<file path="src/txd_pkg.sv">
/*
 * txd_pkg: field layout, offsets and types for the transmit descriptor decoder.
 * assumes descriptors are 64-bit words in system memory, 40-bit addressing.
 */
package txd_pkg;

	localparam int          ADDR_W          = 40;
	localparam int          WORD_W          = 64;
	localparam logic [39:0] LINK_OFFSET     = 40'h00_0000_0000;
	localparam logic [39:0] CTRL_OFFSET     = 40'h00_0000_0008;
	localparam logic [39:0] NULL_PTR        = 40'h00_0000_0000;
	localparam logic [39:0] ADDR_RESET      = 40'h00_0000_0000;
	localparam logic [63:0] WORD_RESET      = 64'h0000_0000_0000_0000;
	localparam int          TAG_LSB         = 0;
	localparam int          TAG_W           = 16;
	localparam int          ROUND_LSB       = 16;
	localparam int          TCP_BIT         = 18;
	localparam int          UDP_BIT         = 19;
	localparam int          IP_BIT          = 20;
	localparam int          INHIBIT_BIT     = 21;
	localparam int          FRAG_LSB        = 24;
	localparam int          FRAG_W          = 4;
	localparam int          OWNED_BIT       = 31;
	localparam logic [3:0]  FRAG_NONE       = 4'h0;

	typedef enum logic [1:0] {
		TXD_RND_DWORD,
		TXD_RND_WORD,
		TXD_RND_NONE
	} txd_round_t;

	typedef struct packed {
		logic [15:0] frame_tag;
		txd_round_t  length_rounding;
		logic        tcp_sum_insert;
		logic        udp_sum_insert;
		logic        ip_sum_insert;
		logic        crc_append;
		logic [3:0]  fragment_total;
	} txd_ctrl_t;

	localparam txd_ctrl_t CTRL_RESET = '{
		frame_tag:       16'h0000,
		length_rounding: TXD_RND_DWORD,
		tcp_sum_insert:  1'b0,
		udp_sum_insert:  1'b0,
		ip_sum_insert:   1'b0,
		crc_append:      1'b1,
		fragment_total:  4'h0
	};

endpackage : txd_pkg
</file>
<file path="src/txd_decode.sv">
/*
 * txd_decode: walks a chain of transmit descriptors, reads the link word and the
 * control word of each, hands decoded control to the fragment engine, then writes
 * the ownership flag back. assumes a simple memory read/write handshake where
 * rd_valid and wr_ack are one-cycle answers to a held request.
 */
// Function
// - link word at descriptor offset zero is read as one 64-bit word.
// - only low 40 bits of the link pointer address the next descriptor.
// - zero link pointer ends the chain; nothing is fetched from address zero.
// - low sixteen control bits are passed on as the frame tag.
// - bits 17:16 pick rounding: 00 double word, 10 word, x1 none.
// - bit 18 set requests tcp checksum insertion by the device.
// - bit 19 set requests udp checksum insertion by the device.
// - bit 20 set requests ip header checksum insertion by the device.
// - device always appends crc on frames where it inserts checksums.
// - bit 21 set inhibits crc append unless a checksum is inserted.
// - fetch only descriptors with ownership flag clear; set it when done. code reads an owned one, then stops with not_ready.
// - bits 27:24 give fragment count; zero means no data to move.
`timescale 1ns/10ps
module txd_decode
	import txd_pkg::*;
(
	input  wire logic              clk_sys,
	input  wire logic              srst,
	input  wire logic              start,
	input  wire logic [39:0]       start_addr,
	output logic                   rd_req,
	output logic [39:0]            rd_addr,
	input  wire logic              rd_valid,
	input  wire logic [63:0]       rd_data,
	output logic                   wr_req,
	output logic [39:0]            wr_addr,
	output logic [63:0]            wr_data,
	input  wire logic              wr_ack,
	output logic                   desc_valid,
	output txd_ctrl_t              desc_ctrl,
	input  wire logic              frag_done,
	output logic                   desc_done,
	output logic                   not_ready,
	output logic                   chain_end,
	output logic                   busy
);

	typedef enum logic [2:0] {
		TXD_IDLE,
		TXD_RD_LINK,
		TXD_RD_CTRL,
		TXD_WAIT_DMA,
		TXD_WR_BACK
	} txd_state_t;

	txd_state_t   state_reg;
	logic [39:0]  base_reg;
	logic [39:0]  link_reg;
	logic [63:0]  ctrl_word_reg;
	logic [1:0]   round_bits;
	logic         any_sum;
	txd_round_t   round_next;
	txd_ctrl_t    ctrl_next;
	logic         start_take;
	logic         link_take;
	logic         ctrl_take;
	logic         owned_seen;
	logic         good_take;
	logic         no_frags;
	logic         dma_take;
	logic         ack_take;
	logic         link_live;

	// rounding decode
	always_comb begin
		round_bits = rd_data[ROUND_LSB +: 2];
		if (round_bits[0]) begin
			round_next = TXD_RND_NONE;
		end else if (round_bits[1]) begin
			round_next = TXD_RND_WORD;
		end else begin
			round_next = TXD_RND_DWORD;
		end
	end

	// control word decode
	always_comb begin
		any_sum = rd_data[TCP_BIT] | rd_data[UDP_BIT] | rd_data[IP_BIT];
		ctrl_next.frame_tag = rd_data[TAG_LSB +: TAG_W];
		ctrl_next.length_rounding = round_next;
		ctrl_next.tcp_sum_insert = rd_data[TCP_BIT];
		ctrl_next.udp_sum_insert = rd_data[UDP_BIT];
		ctrl_next.ip_sum_insert = rd_data[IP_BIT];
		ctrl_next.crc_append = ~rd_data[INHIBIT_BIT] | any_sum;
		ctrl_next.fragment_total = rd_data[FRAG_LSB +: FRAG_W];
	end

	// handshake events of the walk
	assign start_take = (state_reg == TXD_IDLE) && start;
	assign link_take  = (state_reg == TXD_RD_LINK) && rd_valid;
	assign ctrl_take  = (state_reg == TXD_RD_CTRL) && rd_valid;
	assign owned_seen = ctrl_take && rd_data[OWNED_BIT];
	assign good_take  = ctrl_take && !rd_data[OWNED_BIT];
	assign no_frags   = rd_data[FRAG_LSB +: FRAG_W] == FRAG_NONE;
	assign dma_take   = (state_reg == TXD_WAIT_DMA) && frag_done;
	assign ack_take   = (state_reg == TXD_WR_BACK) && wr_ack;
	assign link_live  = link_reg != NULL_PTR;

	// descriptor walk
	always_ff @(posedge clk_sys) begin
		if (srst) begin
			state_reg <= TXD_IDLE;
		end else begin
			case (state_reg)
				TXD_IDLE: begin
					if (start) begin
						state_reg <= TXD_RD_LINK;
					end
				end
				TXD_RD_LINK: begin
					if (rd_valid) begin
						state_reg <= TXD_RD_CTRL;
					end
				end
				TXD_RD_CTRL: begin
					if (owned_seen) begin
						state_reg <= TXD_IDLE;
					end else if (good_take && no_frags) begin
						state_reg <= TXD_WR_BACK;
					end else if (good_take) begin
						state_reg <= TXD_WAIT_DMA;
					end
				end
				TXD_WAIT_DMA: begin
					if (frag_done) begin
						state_reg <= TXD_WR_BACK;
					end
				end
				TXD_WR_BACK: begin
					if (wr_ack && link_live) begin
						state_reg <= TXD_RD_LINK;
					end else if (wr_ack) begin
						state_reg <= TXD_IDLE;
					end
				end
				default: begin
					state_reg <= TXD_IDLE;
				end
			endcase
		end
	end

	// descriptor base, link and control word
	always_ff @(posedge clk_sys) begin
		if (srst) begin
			base_reg      <= ADDR_RESET;
			link_reg      <= ADDR_RESET;
			ctrl_word_reg <= WORD_RESET;
		end else begin
			if (start_take) begin
				base_reg <= start_addr;
			end else if (ack_take && link_live) begin
				base_reg <= link_reg;
			end
			if (link_take) begin
				link_reg <= rd_data[ADDR_W-1:0];
			end
			if (ctrl_take) begin
				ctrl_word_reg <= rd_data;
			end
		end
	end

	// read request and address
	always_ff @(posedge clk_sys) begin
		if (srst) begin
			rd_req  <= 1'b0;
			rd_addr <= ADDR_RESET;
		end else if (start_take) begin
			rd_req  <= 1'b1;
			rd_addr <= start_addr + LINK_OFFSET;
		end else if (link_take) begin
			rd_addr <= base_reg + CTRL_OFFSET;
		end else if (ctrl_take) begin
			rd_req <= 1'b0;
		end else if (ack_take && link_live) begin
			rd_req  <= 1'b1;
			rd_addr <= link_reg + LINK_OFFSET;
		end
	end

	// ownership write-back
	always_ff @(posedge clk_sys) begin
		if (srst) begin
			wr_req  <= 1'b0;
			wr_addr <= ADDR_RESET;
			wr_data <= WORD_RESET;
		end else if (good_take && no_frags) begin
			wr_req  <= 1'b1;
			wr_addr <= base_reg + CTRL_OFFSET;
			wr_data <= rd_data | (64'h1 << OWNED_BIT);
		end else if (dma_take) begin
			wr_req  <= 1'b1;
			wr_addr <= base_reg + CTRL_OFFSET;
			wr_data <= ctrl_word_reg | (64'h1 << OWNED_BIT);
		end else if (ack_take) begin
			wr_req <= 1'b0;
		end
	end

	// one-cycle event pulses
	always_ff @(posedge clk_sys) begin
		if (srst) begin
			desc_valid <= 1'b0;
			desc_done  <= 1'b0;
			not_ready  <= 1'b0;
		end else begin
			desc_valid <= good_take;
			desc_done  <= ack_take;
			not_ready  <= owned_seen;
		end
	end

	// walk status
	always_ff @(posedge clk_sys) begin
		if (srst) begin
			chain_end <= 1'b0;
			busy      <= 1'b0;
		end else if (start_take) begin
			chain_end <= 1'b0;
			busy      <= 1'b1;
		end else if (owned_seen) begin
			busy <= 1'b0;
		end else if (ack_take && !link_live) begin
			chain_end <= 1'b1;
			busy      <= 1'b0;
		end
	end

	// decoded control held for the fragment engine
	always_ff @(posedge clk_sys) begin
		if (srst) begin
			desc_ctrl <= CTRL_RESET;
		end else if (state_reg == TXD_RD_CTRL && rd_valid && !rd_data[OWNED_BIT]) begin
			desc_ctrl <= ctrl_next;
		end
	end

endmodule : txd_decode

</file>
<file path="config.mk">
export PLATFORM = sky130hd
export DESIGN_NAME = txd_decode
export DESIGN_NICKNAME = d
export VERILOG_FILES = /design/src/txd_pkg.sv /design/src/txd_decode.sv
export SDC_FILE = /design/constraint.sdc
export NUM_CORES = 1
export LEC_CHECK = 0
export ABC_CLOCK_PERIOD_IN_PS = 5600
export BUFFER_PORTS_ARGS = -buffer_cell sky130_fd_sc_hd__buf_2
export CAP_MARGIN = 15
export CORE_MARGIN = 2
export CORE_UTILIZATION = 38
export CTS_BUF_LIST = sky130_fd_sc_hd__clkbuf_8
export DETAILED_ROUTE_END_ITERATION = 10
export REMOVE_ABC_BUFFERS = 1
export SYNTH_ARGS = -nofsm -noshare
export SYNTH_HDL_FRONTEND = slang
export SYNTH_SLANG_ARGS = --single-unit
</file>
<file path="constraint.sdc">
create_clock -name clk_sys -period 5.6 [get_ports clk_sys]
set_clock_uncertainty 0.05 [all_clocks]
set_input_delay 0.28 -clock clk_sys [delete_from_list [all_inputs] [get_ports clk_sys]]
set_output_delay 0.28 -clock clk_sys [all_outputs]
set_load 0.01 [all_outputs]
</file>
==> results.json, run 1 <==
{
  "combPwrFrac_pct": 25.5,
  "synth-edff-count": 0,
  "nFillCells": 3396,
  "route.final.wire_length_um": 44100,
  "critical_path_class": "reg -> reg",
  "timing.final.crit_period_ns": 3.459,
  "rsz0062_at_grt": "false",
  "internal-power_mw": 4.584,
  "timing.max_cap.violations": 0,
  "synth_largest_area_cell": "sky130_fd_sc_hd__dfxtp_1",
  "dieArea_um2": 36180,
  "ys_seq_area_share_pct": 49.08,
  "worst_setup_path_end_kind": "flip-flop",
  "postSynthCellCount": 1628,
  "die_y_um": 190.2,
  "p_clk_share_pct": 32.8,
  "path_cells": "nand4bb_4 -> buf_4 -> nor2_2 -> buf_4 -> nand2_4 -> buf_4 -> nor2_1 -> nor4_1",
  "number_of_antenna_violations_at_the_first_check_in_global_routing": 1,
  "synth_common_cells": "364 x sky130_fd_sc_hd__nand2_1, 323 x sky130_fd_sc_hd__dfxtp_1, 218 x sky130_fd_sc_hd__nor2_1, 182 x sky130_fd_sc_hd__a21oi_1, 100 x sky130_fd_sc_hd__clkbuf_1",
  "crit_path_start_kind": "flip-flop",
  "final_min_period_over_clock_period_pct": 61.76,
  "clk_pin_slew_ns": 0.06,
  "setup_total_negative_slack_ns": 0,
  "max-slew-margin-rel_pct": 22.41,
  "globalRouteOverflowTotal": 0,
  "worstPathArrival_ns": 3.90,
  "route.detailed.drc": 0,
  "initial_core_utilization_pct": 38.33,
  "netlist-cell-type-count": 52,
  "layout_overhead_on_the_synthesized_area_pct": 30.20,
  "post_synth_main_area_contributors": "sky130_fd_sc_hd__dfxtp_1 49%, sky130_fd_sc_hd__nand2_1 10%, sky130_fd_sc_hd__a21oi_1 6.9%",
  "synth_area_per_cell_um2": 8.093,
  "syn_area_um2": 13180,
  "result_of_the_run": "completed",
  "fp.dieW_um": 190.2,
  "post_cts.repair.setup_buffers": 0,
  "drt-pass1-iter-count": 5,
  "cp_common_cell": "sky130_fd_sc_hd__buf_4",
  "netSwitchingFraction_pct": 34.42,
  "globalRouteTotalUtil_pct": 23.87,
  "grt_first_pass_wirelength_um": 68610,
  "drt-wirelength-per-cell_um": 17.96,
  "postSynthRegisterBits": 323,
  "worst-slew-pin-transition_ns": 1.160,
  "ctsRootBufferMaster": "sky130_fd_sc_hd__clkbuf_8",
  "synth-main-ff-cell": "sky130_fd_sc_hd__dfxtp_1",
  "tritoncts": "yes",
  "cp_slowest_stage_delay_ns": 0.79,
  "largest_register_ffs": 64,
  "synth_top_cell_area_share_pct": 49.08,
  "cts_max_level": 2,
  "crit_start": "state_reg[2]$_SDFFE_PP0P_",
  "post-synth-top-count-cell": "sky130_fd_sc_hd__nand2_1",
  "timing.final.hold_violations": 0,
  "clock_path_buffers": 3,
  "yosysWarnings": 0,
  "hold_ws_ns": 0.03594,
  "cp_data_required_time_ns": 6.04,
  "portBuffers": 286,
  "drtAntennaViolNets": 0,
  "vias": 12878,
  "total_power_mw": 6.990,
  "worstHoldStart": "frag_done",
  "power_leakage_nw": 7.045,
  "grt_pass1_vias": 12291,
  "cts_inserted_buffers": 55,
  "ratio_of_cells_with_drive_above_1_in_the_final_layout_pct": 20.55,
  "detailed_place_hpwl_um": 27620,
  "pin_count": 287,
  "crit_fanout": 95,
  "p_sw_mw": 2.406,
  "fp-row-count": 68,
  "sinks_on_clock_net": 323,
  "hp-class": "in -> reg",
  "setup_violations": 0,
  "clk-insertion-delay-late_ns": 0.62,
  "finalMaxSlewViolations": 0,
  "achievable-frequency_mhz": 289.1,
  "crit_slowest_cell": "sky130_fd_sc_hd__buf_4",
  "gp_congestion": 0.8287,
  "power_density_nw_per_um2": 407.5,
  "worst_ir_drop_vdd_mv": 0.2075,
  "r2r_start": "state_reg[2]$_SDFFE_PP0P_",
  "floorplan.core_area_um2": 34370,
  "drt-vias-per-instance": 5.243,
  "design.final.nets": 2071,
  "pin_count_of_the_biggest_net_entering_global_routing": 196,
  "seqPwrFrac_pct": 41.6,
  "drt_first_iter_violations": 889,
  "ys_async_sr_fraction_pct": 0
}
==> layout by cell type (no fill, tap or decap), drive strengths merged, types with 2 or more instances in the layout <==
cell type and n:
a221oi 29, inv 19, a21o 2, nand2 364
a31oi 3, a211oi 85, or4b 2, nor4b 2
dfxtp 323, o31a 2, a22oi 41, xnor2 19
nand2b 2, nor4bb 2, clkinv 5, nand4 16
buf 300, nor3b 2, a311oi 5, or4 3
clkbuf 71, o21ai 6, nand3 17, nor4 44
nor2 218, nand3b 4, a21oi 182, a2111oi 2
bufinv 4, and2 2, and4 3, xor2 15
nor3 40, and3 5, or2 2, or3 2
mux2i 42, clkinvlp 3, dlygate4sd3 105
==> worst max-delay path: cells and delay by family, from the launching register on <==
family	cells	cell delay [ns]
and+or+nand+nor	5	0.80
DFF	1	0.67
buffers and inverters	3	1.74
==> per-layer routing <==
metal  wire, um  vias to the layer above  GRT usage, %
met3       2378                       76         4.261
li1           -                     6319             -
met2      20650                      366         38.91
met5          0                        -             0
met4       1263                        0         8.438
met1      19810                     6117         31.73
==> per-stage QoR <==
step                      cell area [um2]  utilization, %  cells  setup WS [ns]
final                               17150           49.91   2456          2.141
after global routing                17150           49.91   2456          1.824
after CTS                           17130           49.84   2454          2.057
after detailed placement            14880           43.30   2252          2.092
after global placement              14880           43.30   2252          2.138
after floorplan                     12670               -   1498         -3.956
==> power groups by stage <==
stage	sequential (mW)	combinational (mW)	clock [mW]
finish	2.91	1.78	2.29
CTS	2.91	1.79	2.34
floorplan	2.95	0.996	0
global placement	2.95	1.72	0
global route	2.95	1.97	2.45
detailed placement	2.96	1.73	0
==> worst paths after layout <==
kind                            cells past startpoint  slack (ns)                         to
worst min-delay path                                4        0.04  state_reg[1]$_SDFFE_PP0P_
worst max-delay path                                8        2.14   wr_data[62]$_SDFFE_PP0P_
worst max register to register                      8        2.14   wr_data[62]$_SDFFE_PP0P_
worst min register to register                      2        0.39   wr_addr[32]$_SDFFE_PP0P_
==> cell type report <==
| class | instances | area (um2) | share of cell area [%] |
|---|---|---|---|
| tap | 455 | 569.3 | 3.319 |
| clock inverter | 26 | 220.2 | 1.284 |
| antenna | 1 | 2.502 | 0.01459 |
| sequential | 323 | 6466 | 37.69 |
| timing repair buffer | 405 | 2623 | 15.29 |
| inverter | 5 | 18.77 | 0.1094 |
| multi-input combinational | 1170 | 6277 | 36.59 |
| clock buffer | 71 | 977.2 | 5.697 |
==> timing repair <==
action	in CTS	in global routing
resized for setup	0	0
hold buffers	105	0
endpoints found under the hold margin	232	0
==> cell families (layout without fill, tap and decap cells) <==
kind of cell               count (synthesis)  after routing  synth area share (%)
AOI/OAI and AO/OA                        360            360                 17.35
xor gates and xnor gates                  34             34                 2.260
adders and majority gates                  1              1               0.09495
buffers and inverters                    135            507                 3.970
DFF                                      323            323                 49.08
muxes                                     42             42                 3.191
other                                      0              1                     0
and+or+nand+nor                          733            733                 24.05
Note: power is estimated with default switching activity, not from simulation.
==> run 2, diff against run 1 <==
- ABC_AREA: unset -> 1
- ABC_CLOCK_PERIOD_IN_PS: 5600 -> 3400
- clock period: 5.6 -> 3.4 ns (I/O delays scaled with it)
==> results.json, run 2 <==
{
  "result_of_the_run": "completed",
  "max-slew-margin-rel_pct": 45.11,
  "crit_fanout": 34,
  "gp_congestion": 0.9180,
  "cts_inserted_buffers": 56,
  "cp_common_cell": "sky130_fd_sc_hd__nand2_1",
  "layout_common_cells": "410 x sky130_fd_sc_hd__nand2_1, 392 x sky130_fd_sc_hd__nor2_1, 323 x sky130_fd_sc_hd__dfxtp_1",
  "initial_core_utilization_pct": 38.30,
  "grt_pass1_vias": 14078,
  "cts_max_level": 2,
  "pin_count": 287,
  "synth-edff-count": 0,
  "globalRouteTotalUtil_pct": 25.07,
  "rrSetupSlack_ns": 0.23,
  "crit_path_start_kind": "flip-flop",
  "fp.dieW_um": 195.2,
  "worst_ir_drop_vdd_mv": 0.4148,
  "drt-pass1-iter-count": 7,
  "pin_count_of_the_biggest_net_entering_global_routing": 92,
  "clk_pin_slew_ns": 0.06,
  "synth_top_cell_area_share_pct": 46.56,
  "post_synth_main_area_contributors": "sky130_fd_sc_hd__dfxtp_1 47%, sky130_fd_sc_hd__nand2_1 11%, sky130_fd_sc_hd__nor2_1 11%",
  "hold_ws_ns": 0.3046,
  "power_density_nw_per_um2": 648.5,
  "timing.final.hold_violations": 0,
  "clock_path_buffers": 3,
  "achievable-frequency_mhz": 315.8,
  "setup_violations": 0,
  "seqPwrFrac_pct": 41.0,
  "cts.repair.resized": 0,
  "dieArea_um2": 38090,
  "placement.cell_area_um2": 15650,
  "design.final.nets": 2464,
  "floorplan.core_area_um2": 36260,
  "commonest_non_fill_non_tap_cell_in_the_layout": "sky130_fd_sc_hd__nand2_1",
  "power_leakage_nw": 7.818,
  "timing.max_cap.violations": 0,
  "detailed_place_hpwl_um": 32540,
  "postSynthCellCount": 1982,
  "route.detailed.drc": 0,
  "layout_overhead_on_the_synthesized_area_pct": 29.56,
  "syn_area_um2": 13890,
  "synth-main-ff-cell": "sky130_fd_sc_hd__dfxtp_1",
  "hp-class": "in -> reg",
  "cp_data_required_time_ns": 3.92,
  "synth_common_cells": "411 x sky130_fd_sc_hd__nand2_1, 392 x sky130_fd_sc_hd__nor2_1, 323 x sky130_fd_sc_hd__dfxtp_1, 242 x sky130_fd_sc_hd__o21ai_0, 132 x sky130_fd_sc_hd__inv_1",
  "portBuffers": 286,
  "combPwrFrac_pct": 28.0,
  "synth_area_per_cell_um2": 7.007,
  "ys_async_sr_fraction_pct": 0,
  "nFillCells": 3707,
  "critical_path_class": "reg -> reg",
  "p_clk_share_pct": 31.1,
  "finish.instance_area_um2": 17990,
  "largest_register_ffs": 64,
  "grt_first_pass_wirelength_um": 76510,
  "postCtsHoldBufs": 118,
  "drt-wirelength-per-cell_um": 16.80,
  "netSwitchingFraction_pct": 36.18,
  "netlist-cell-type-count": 34,
  "crit_slowest_cell": "sky130_fd_sc_hd__nor2_4",
  "fp-row-count": 70,
  "clk-insertion-delay-late_ns": 0.63,
  "finalMaxSlewViolations": 0,
  "p_sw_mw": 4.222,
  "postSynthRegisterBits": 323,
  "number_of_antenna_violations_at_the_first_check_in_global_routing": 0,
  "drt-vias-per-instance": 5.068,
  "n_antenna_cell": 0,
  "sinks_on_clock_net": 323,
  "post-synth-top-count-cell": "sky130_fd_sc_hd__nand2_1",
  "ctsRootBufferMaster": "sky130_fd_sc_hd__clkbuf_8",
  "cp_slowest_stage_delay_ns": 0.67,
  "path_cells": "nor3_1 -> nand2_1 -> inv_2 -> nor2_4 -> buf_4 -> nand2_1 -> a31oi_1 -> dlygate4sd3_1",
  "drtAntennaViolNets": 0,
  "worst_setup_path_end_kind": "flip-flop",
  "ratio_of_cells_with_drive_above_1_in_the_final_layout_pct": 17.76,
  "worstPathArrival_ns": 3.68,
  "globalRouteOverflowTotal": 0,
  "total_power_mw": 11.67,
  "route.final.wire_length_um": 48180,
  "worst-slew-pin-transition_ns": 0.8214,
  "vias": 14529,
  "tritoncts": "yes",
  "drt_first_iter_violations": 795,
  "die_y_um": 195.2,
  "rsz0062_at_grt": "false",
  "final_min_period_over_clock_period_pct": 93.12,
  "internal-power_mw": 7.447,
  "ys_seq_area_share_pct": 46.56,
  "synth_largest_area_cell": "sky130_fd_sc_hd__dfxtp_1",
  "timing.final.crit_period_ns": 3.166,
  "yosysWarnings": 0,
  "post_cts.repair.setup_buffers": 0
}
-- run 2: cell count changes after synthesis, moves of 27 or more --
cell / before / now
sky130_fd_sc_hd__o21ai_0: 5 / 242
sky130_fd_sc_hd__nor2_1: 218 / 392
sky130_fd_sc_hd__inv_1: 5 / 132
sky130_fd_sc_hd__a211oi_1: 83 / 8
sky130_fd_sc_hd__nand3_1: 17 / 90
sky130_fd_sc_hd__a21oi_1: 182 / 115
sky130_fd_sc_hd__nand2_1: 364 / 411
sky130_fd_sc_hd__mux2i_1: 42 / 0
sky130_fd_sc_hd__a22oi_1: 41 / 0
sky130_fd_sc_hd__nor4_1: 40 / 0
sky130_fd_sc_hd__nor3_1: 38 / 3
sky130_fd_sc_hd__a31oi_1: 3 / 37
sky130_fd_sc_hd__a221oi_1: 29 / 0
sky130_fd_sc_hd__o211ai_1: 0 / 27
-- run 2: path summary, 6_finish.rpt --
path	depth (start not counted)	endpoint	startpoint
min reg2reg	2	ctrl_word_reg[24]$_SDFFE_PP0N_	ctrl_word_reg[24]$_SDFFE_PP0N_
max	8	wr_data[33]$_SDFFE_PP0P_	state_reg[2]$_SDFFE_PP0P_
max reg2reg	8	wr_data[33]$_SDFFE_PP0P_	state_reg[2]$_SDFFE_PP0P_
min	4	ctrl_word_reg[47]$_SDFFE_PP0N_	rd_data[47]
-- run 2: final cells by class --
cell class	count	area, um2	area share, %
Sequential cell	323	6466	35.94
Multi-Input combinational cell	1397	6376	35.44
Timing Repair Buffer	435	2873	15.97
Clock buffer	75	1032	5.737
Tap cell	468	585.6	3.254
Inverter	140	530.5	2.948
Clock inverter	29	130.1	0.7232
-- run 2: cells by family after synthesis --
family | after synthesis | share of synthesized area, %
compound gates | 459 | 18.25
xor+xnor | 11 | 0.6937
fa+ha+maj | 1 | 0.09008
buf+inv | 262 | 7.631
flops | 323 | 46.56
simple gates | 926 | 26.77
-- run 2: power by group through the flow --
stage | clock network [mW] | registers [mW] | logic, mW
after global placement | 0 | 4.84 | 3.14
after floorplan | 0 | 4.88 | 1.80
after detailed placement | 0 | 4.86 | 3.16
final | 3.62 | 4.78 | 3.26
after CTS | 3.71 | 4.78 | 3.27
after global routing | 3.87 | 4.85 | 3.68
-- run 2: metrics by stage --
step | worst slack (ns) | std cells | util [%] | TNS, ns
after detailed placement | 0.7567 | 2645 | 43.16 | 0
after global placement | 0.8247 | 2645 | 43.16 | 0
after global routing | 0.001568 | 2867 | 49.62 | 0
final | 0.2338 | 2867 | 49.62 | 0
after floorplan | -1.337 | 1860 | - | -66.34
after CTS | 0.2404 | 2867 | 49.62 | 0
-- run 2: worst max-delay path: cells and delay by family (launching register included) --
kind	cells	cell delay, ns
AND/OR/NAND/NOR	4	1.27
buffers and inverters	3	1.18
flip-flops	1	0.43
AO/OA/AOI/OAI	1	0.16
-- run 2: layer usage --
metal | track usage (%) | part of all wire, %
met2 | 40.62 | 45
met5 | 0 | 0
met1 | 32.53 | 45
met3 | 5.164 | 6.6
met4 | 10.49 | 3.4
==> run 3, diff against run 2 <==
- CORE_UTILIZATION: 38 -> 45
- PLACE_DENSITY: unset -> 0.68
==> results.json, run 3 (synthesis gave the netlist of run 2 again) <==
{
  "fp-row-count": 64,
  "post_cts.repair.setup_buffers": 0,
  "fp.dieW_um": 179.7,
  "clk-insertion-delay-late_ns": 0.59,
  "floorplan.core_area_um2": 30510,
  "detailed_place_hpwl_um": 31550,
  "cts.repair.resized": 0,
  "clk_pin_slew_ns": 0.07,
  "worstPathArrival_ns": 2.94,
  "cp_num_buf_inv": 4,
  "portBuffers": 286,
  "drtAntennaViolNets": 0,
  "timing.final.hold_violations": 0,
  "route.final.wire_length_um": 47060,
  "dp_worst_setup_slack_ns": 0.9645,
  "design.final.nets": 2446,
  "route.detailed.drc": 0,
  "rsz0062_at_grt": "false",
  "setup_total_negative_slack_ns": 0,
  "pin_count": 287,
  "finish.instance_area_um2": 17840,
  "timing.final.crit_period_ns": 2.470,
  "path_cells": "inv_1 -> nand4_1 -> nand2_1 -> inv_2 -> nand2_2 -> inv_1 -> buf_4 -> nor2_1 -> nor2_1",
  "crit_slowest_cell": "sky130_fd_sc_hd__inv_1",
  "setup_violations": 0,
  "crit_fanout": 19,
  "ratio_of_cells_with_drive_above_1_in_the_final_layout_pct": 17.57,
  "gp_congestion": 0.9146,
  "dieArea_um2": 32280,
  "achievable-frequency_mhz": 404.9,
  "initial_core_utilization_pct": 45.52,
  "nFillCells": 2905,
  "placement.cell_area_um2": 15510,
  "commonest_non_fill_non_tap_cell_in_the_layout": "sky130_fd_sc_hd__nand2_1",
  "clock_path_buffers": 3,
  "cp_data_required_time_ns": 3.87,
  "largest_register_ffs": 64,
  "globalRouteTotalUtil_pct": 28.40,
  "finalMaxSlewViolations": 0,
  "r2r_start": "state_reg[1]$_SDFFE_PP0P_",
  "result_of_the_run": "completed",
  "worst_setup_path_end_kind": "flip-flop",
  "ctsRootBufferMaster": "sky130_fd_sc_hd__clkbuf_8",
  "max-slew-margin-rel_pct": 42.05,
  "drt_first_iter_violations": 995,
  "cts_max_level": 2,
  "grt_pass1_vias": 14053,
  "worstHoldStart": "start_addr[18]",
  "timing.max_cap.violations": 0,
  "hp-class": "in -> reg",
  "drt-vias-per-instance": 5.255,
  "power_leakage_nw": 7.735,
  "flip_flop_and_latch_area_um2": 6466,
  "vias": 14555,
  "fin_ws_ns": 0.9304,
  "layout_overhead_on_the_synthesized_area_pct": 28.48,
  "number_of_antenna_violations_at_the_first_check_in_global_routing": 1,
  "layout_common_cells": "410 x sky130_fd_sc_hd__nand2_1, 392 x sky130_fd_sc_hd__nor2_1, 323 x sky130_fd_sc_hd__dfxtp_1",
  "n_antenna_cell": 0,
  "power_density_nw_per_um2": 667.0,
  "worst-slew-pin-transition_ns": 0.8693,
  "cts_inserted_buffers": 53,
  "multi_input_area_um2": 6376,
  "drt-wirelength-per-cell_um": 16.99,
  "grt_first_pass_wirelength_um": 75040,
  "die_y_um": 179.7,
  "cp_slowest_stage_delay_ns": 0.50,
  "globalRouteOverflowTotal": 0,
  "pin_count_of_the_biggest_net_entering_global_routing": 133,
  "crit_start": "state_reg[1]$_SDFFE_PP0P_",
  "tritoncts": "yes",
  "final_min_period_over_clock_period_pct": 72.64,
  "drt-pass1-iter-count": 5,
  "crit_path_start_kind": "flip-flop",
  "worst_ir_drop_vdd_mv": 0.4042,
  "sinks_on_clock_net": 323,
  "critPathTopFamily": "buffers and inverters",
  "critical_path_class": "reg -> reg"
}
-- run 3: cell count changes in the layout (fill, tap and decap cells not counted), sizes merged --
| cell | change |
|---|---|
| bufinv | +4 |
| dlygate4sd3 | -8 |
| clkinvlp | -1 |
| inv | -7 |
| clkbuf | +1 |
| buf | -7 |
| clkinv | -7 |
-- run 3: worst paths after layout --
check                                         to  slack, ns  depth (start not counted)
setup / recovery        rd_addr[19]$_SDFFE_PP0P_       0.93                          9
hold / removal         base_reg[18]$_SDFFE_PP0P_       0.01                          5
setup reg to reg        rd_addr[19]$_SDFFE_PP0P_       0.93                          9
hold reg to reg   ctrl_word_reg[26]$_SDFFE_PP0N_       0.41                          2
-- run 3: where the power goes --
group	switching (mW)	internal, mW
sequential	0.388	4.38
clock	1.60	2.28
combinational	2.17	1.08
-- run 3: worst reg2reg max path, delay by kind of cell, from the launching register on --
kind                   cells  cell delay [ns]
AND/OR/NAND/NOR            5             0.84
flip-flops                 1             0.41
buffers and inverters      4             1.10
-- run 3: repair_timing --
action	4_1_cts	5_1_grt
hold buffers	110	0
hold endpoints to repair	258	0
setup endpoints to repair	0	0
-- run 3: per-layer routing --
metal / vias to the layer above / GRT usage, % / routed length [um]
met5: - / 0 / 13
met4: 2 / 11.12 / 1743
met3: 103 / 6.159 / 3584
li1: 7179 / - / -
met1: 6727 / 37.35 / 20220
met2: 544 / 45.59 / 21500
-- run 3: stage by stage --
stage               hold slack, ns  utilization, %  std cells  power (mW)
floorplan                   0.1891               -       1860       6.677
global placement            0.3855           50.83       2566       7.917
detailed placement          0.3937           50.83       2566       7.965
CTS                       0.003878           58.49       2770       11.93
global route               0.03965           58.49       2770       12.59
finish                     0.01106           58.49       2770       11.90
-- run 3: final cells by class --
type	instances	share of cell area (%)
Sequential cell	323	36.24
Multi-Input combinational cell	1397	35.73
Timing Repair Buffer	420	15.36
Clock buffer	76	5.862
Inverter	140	2.973
Tap cell	396	2.777
Clock inverter	18	1.059
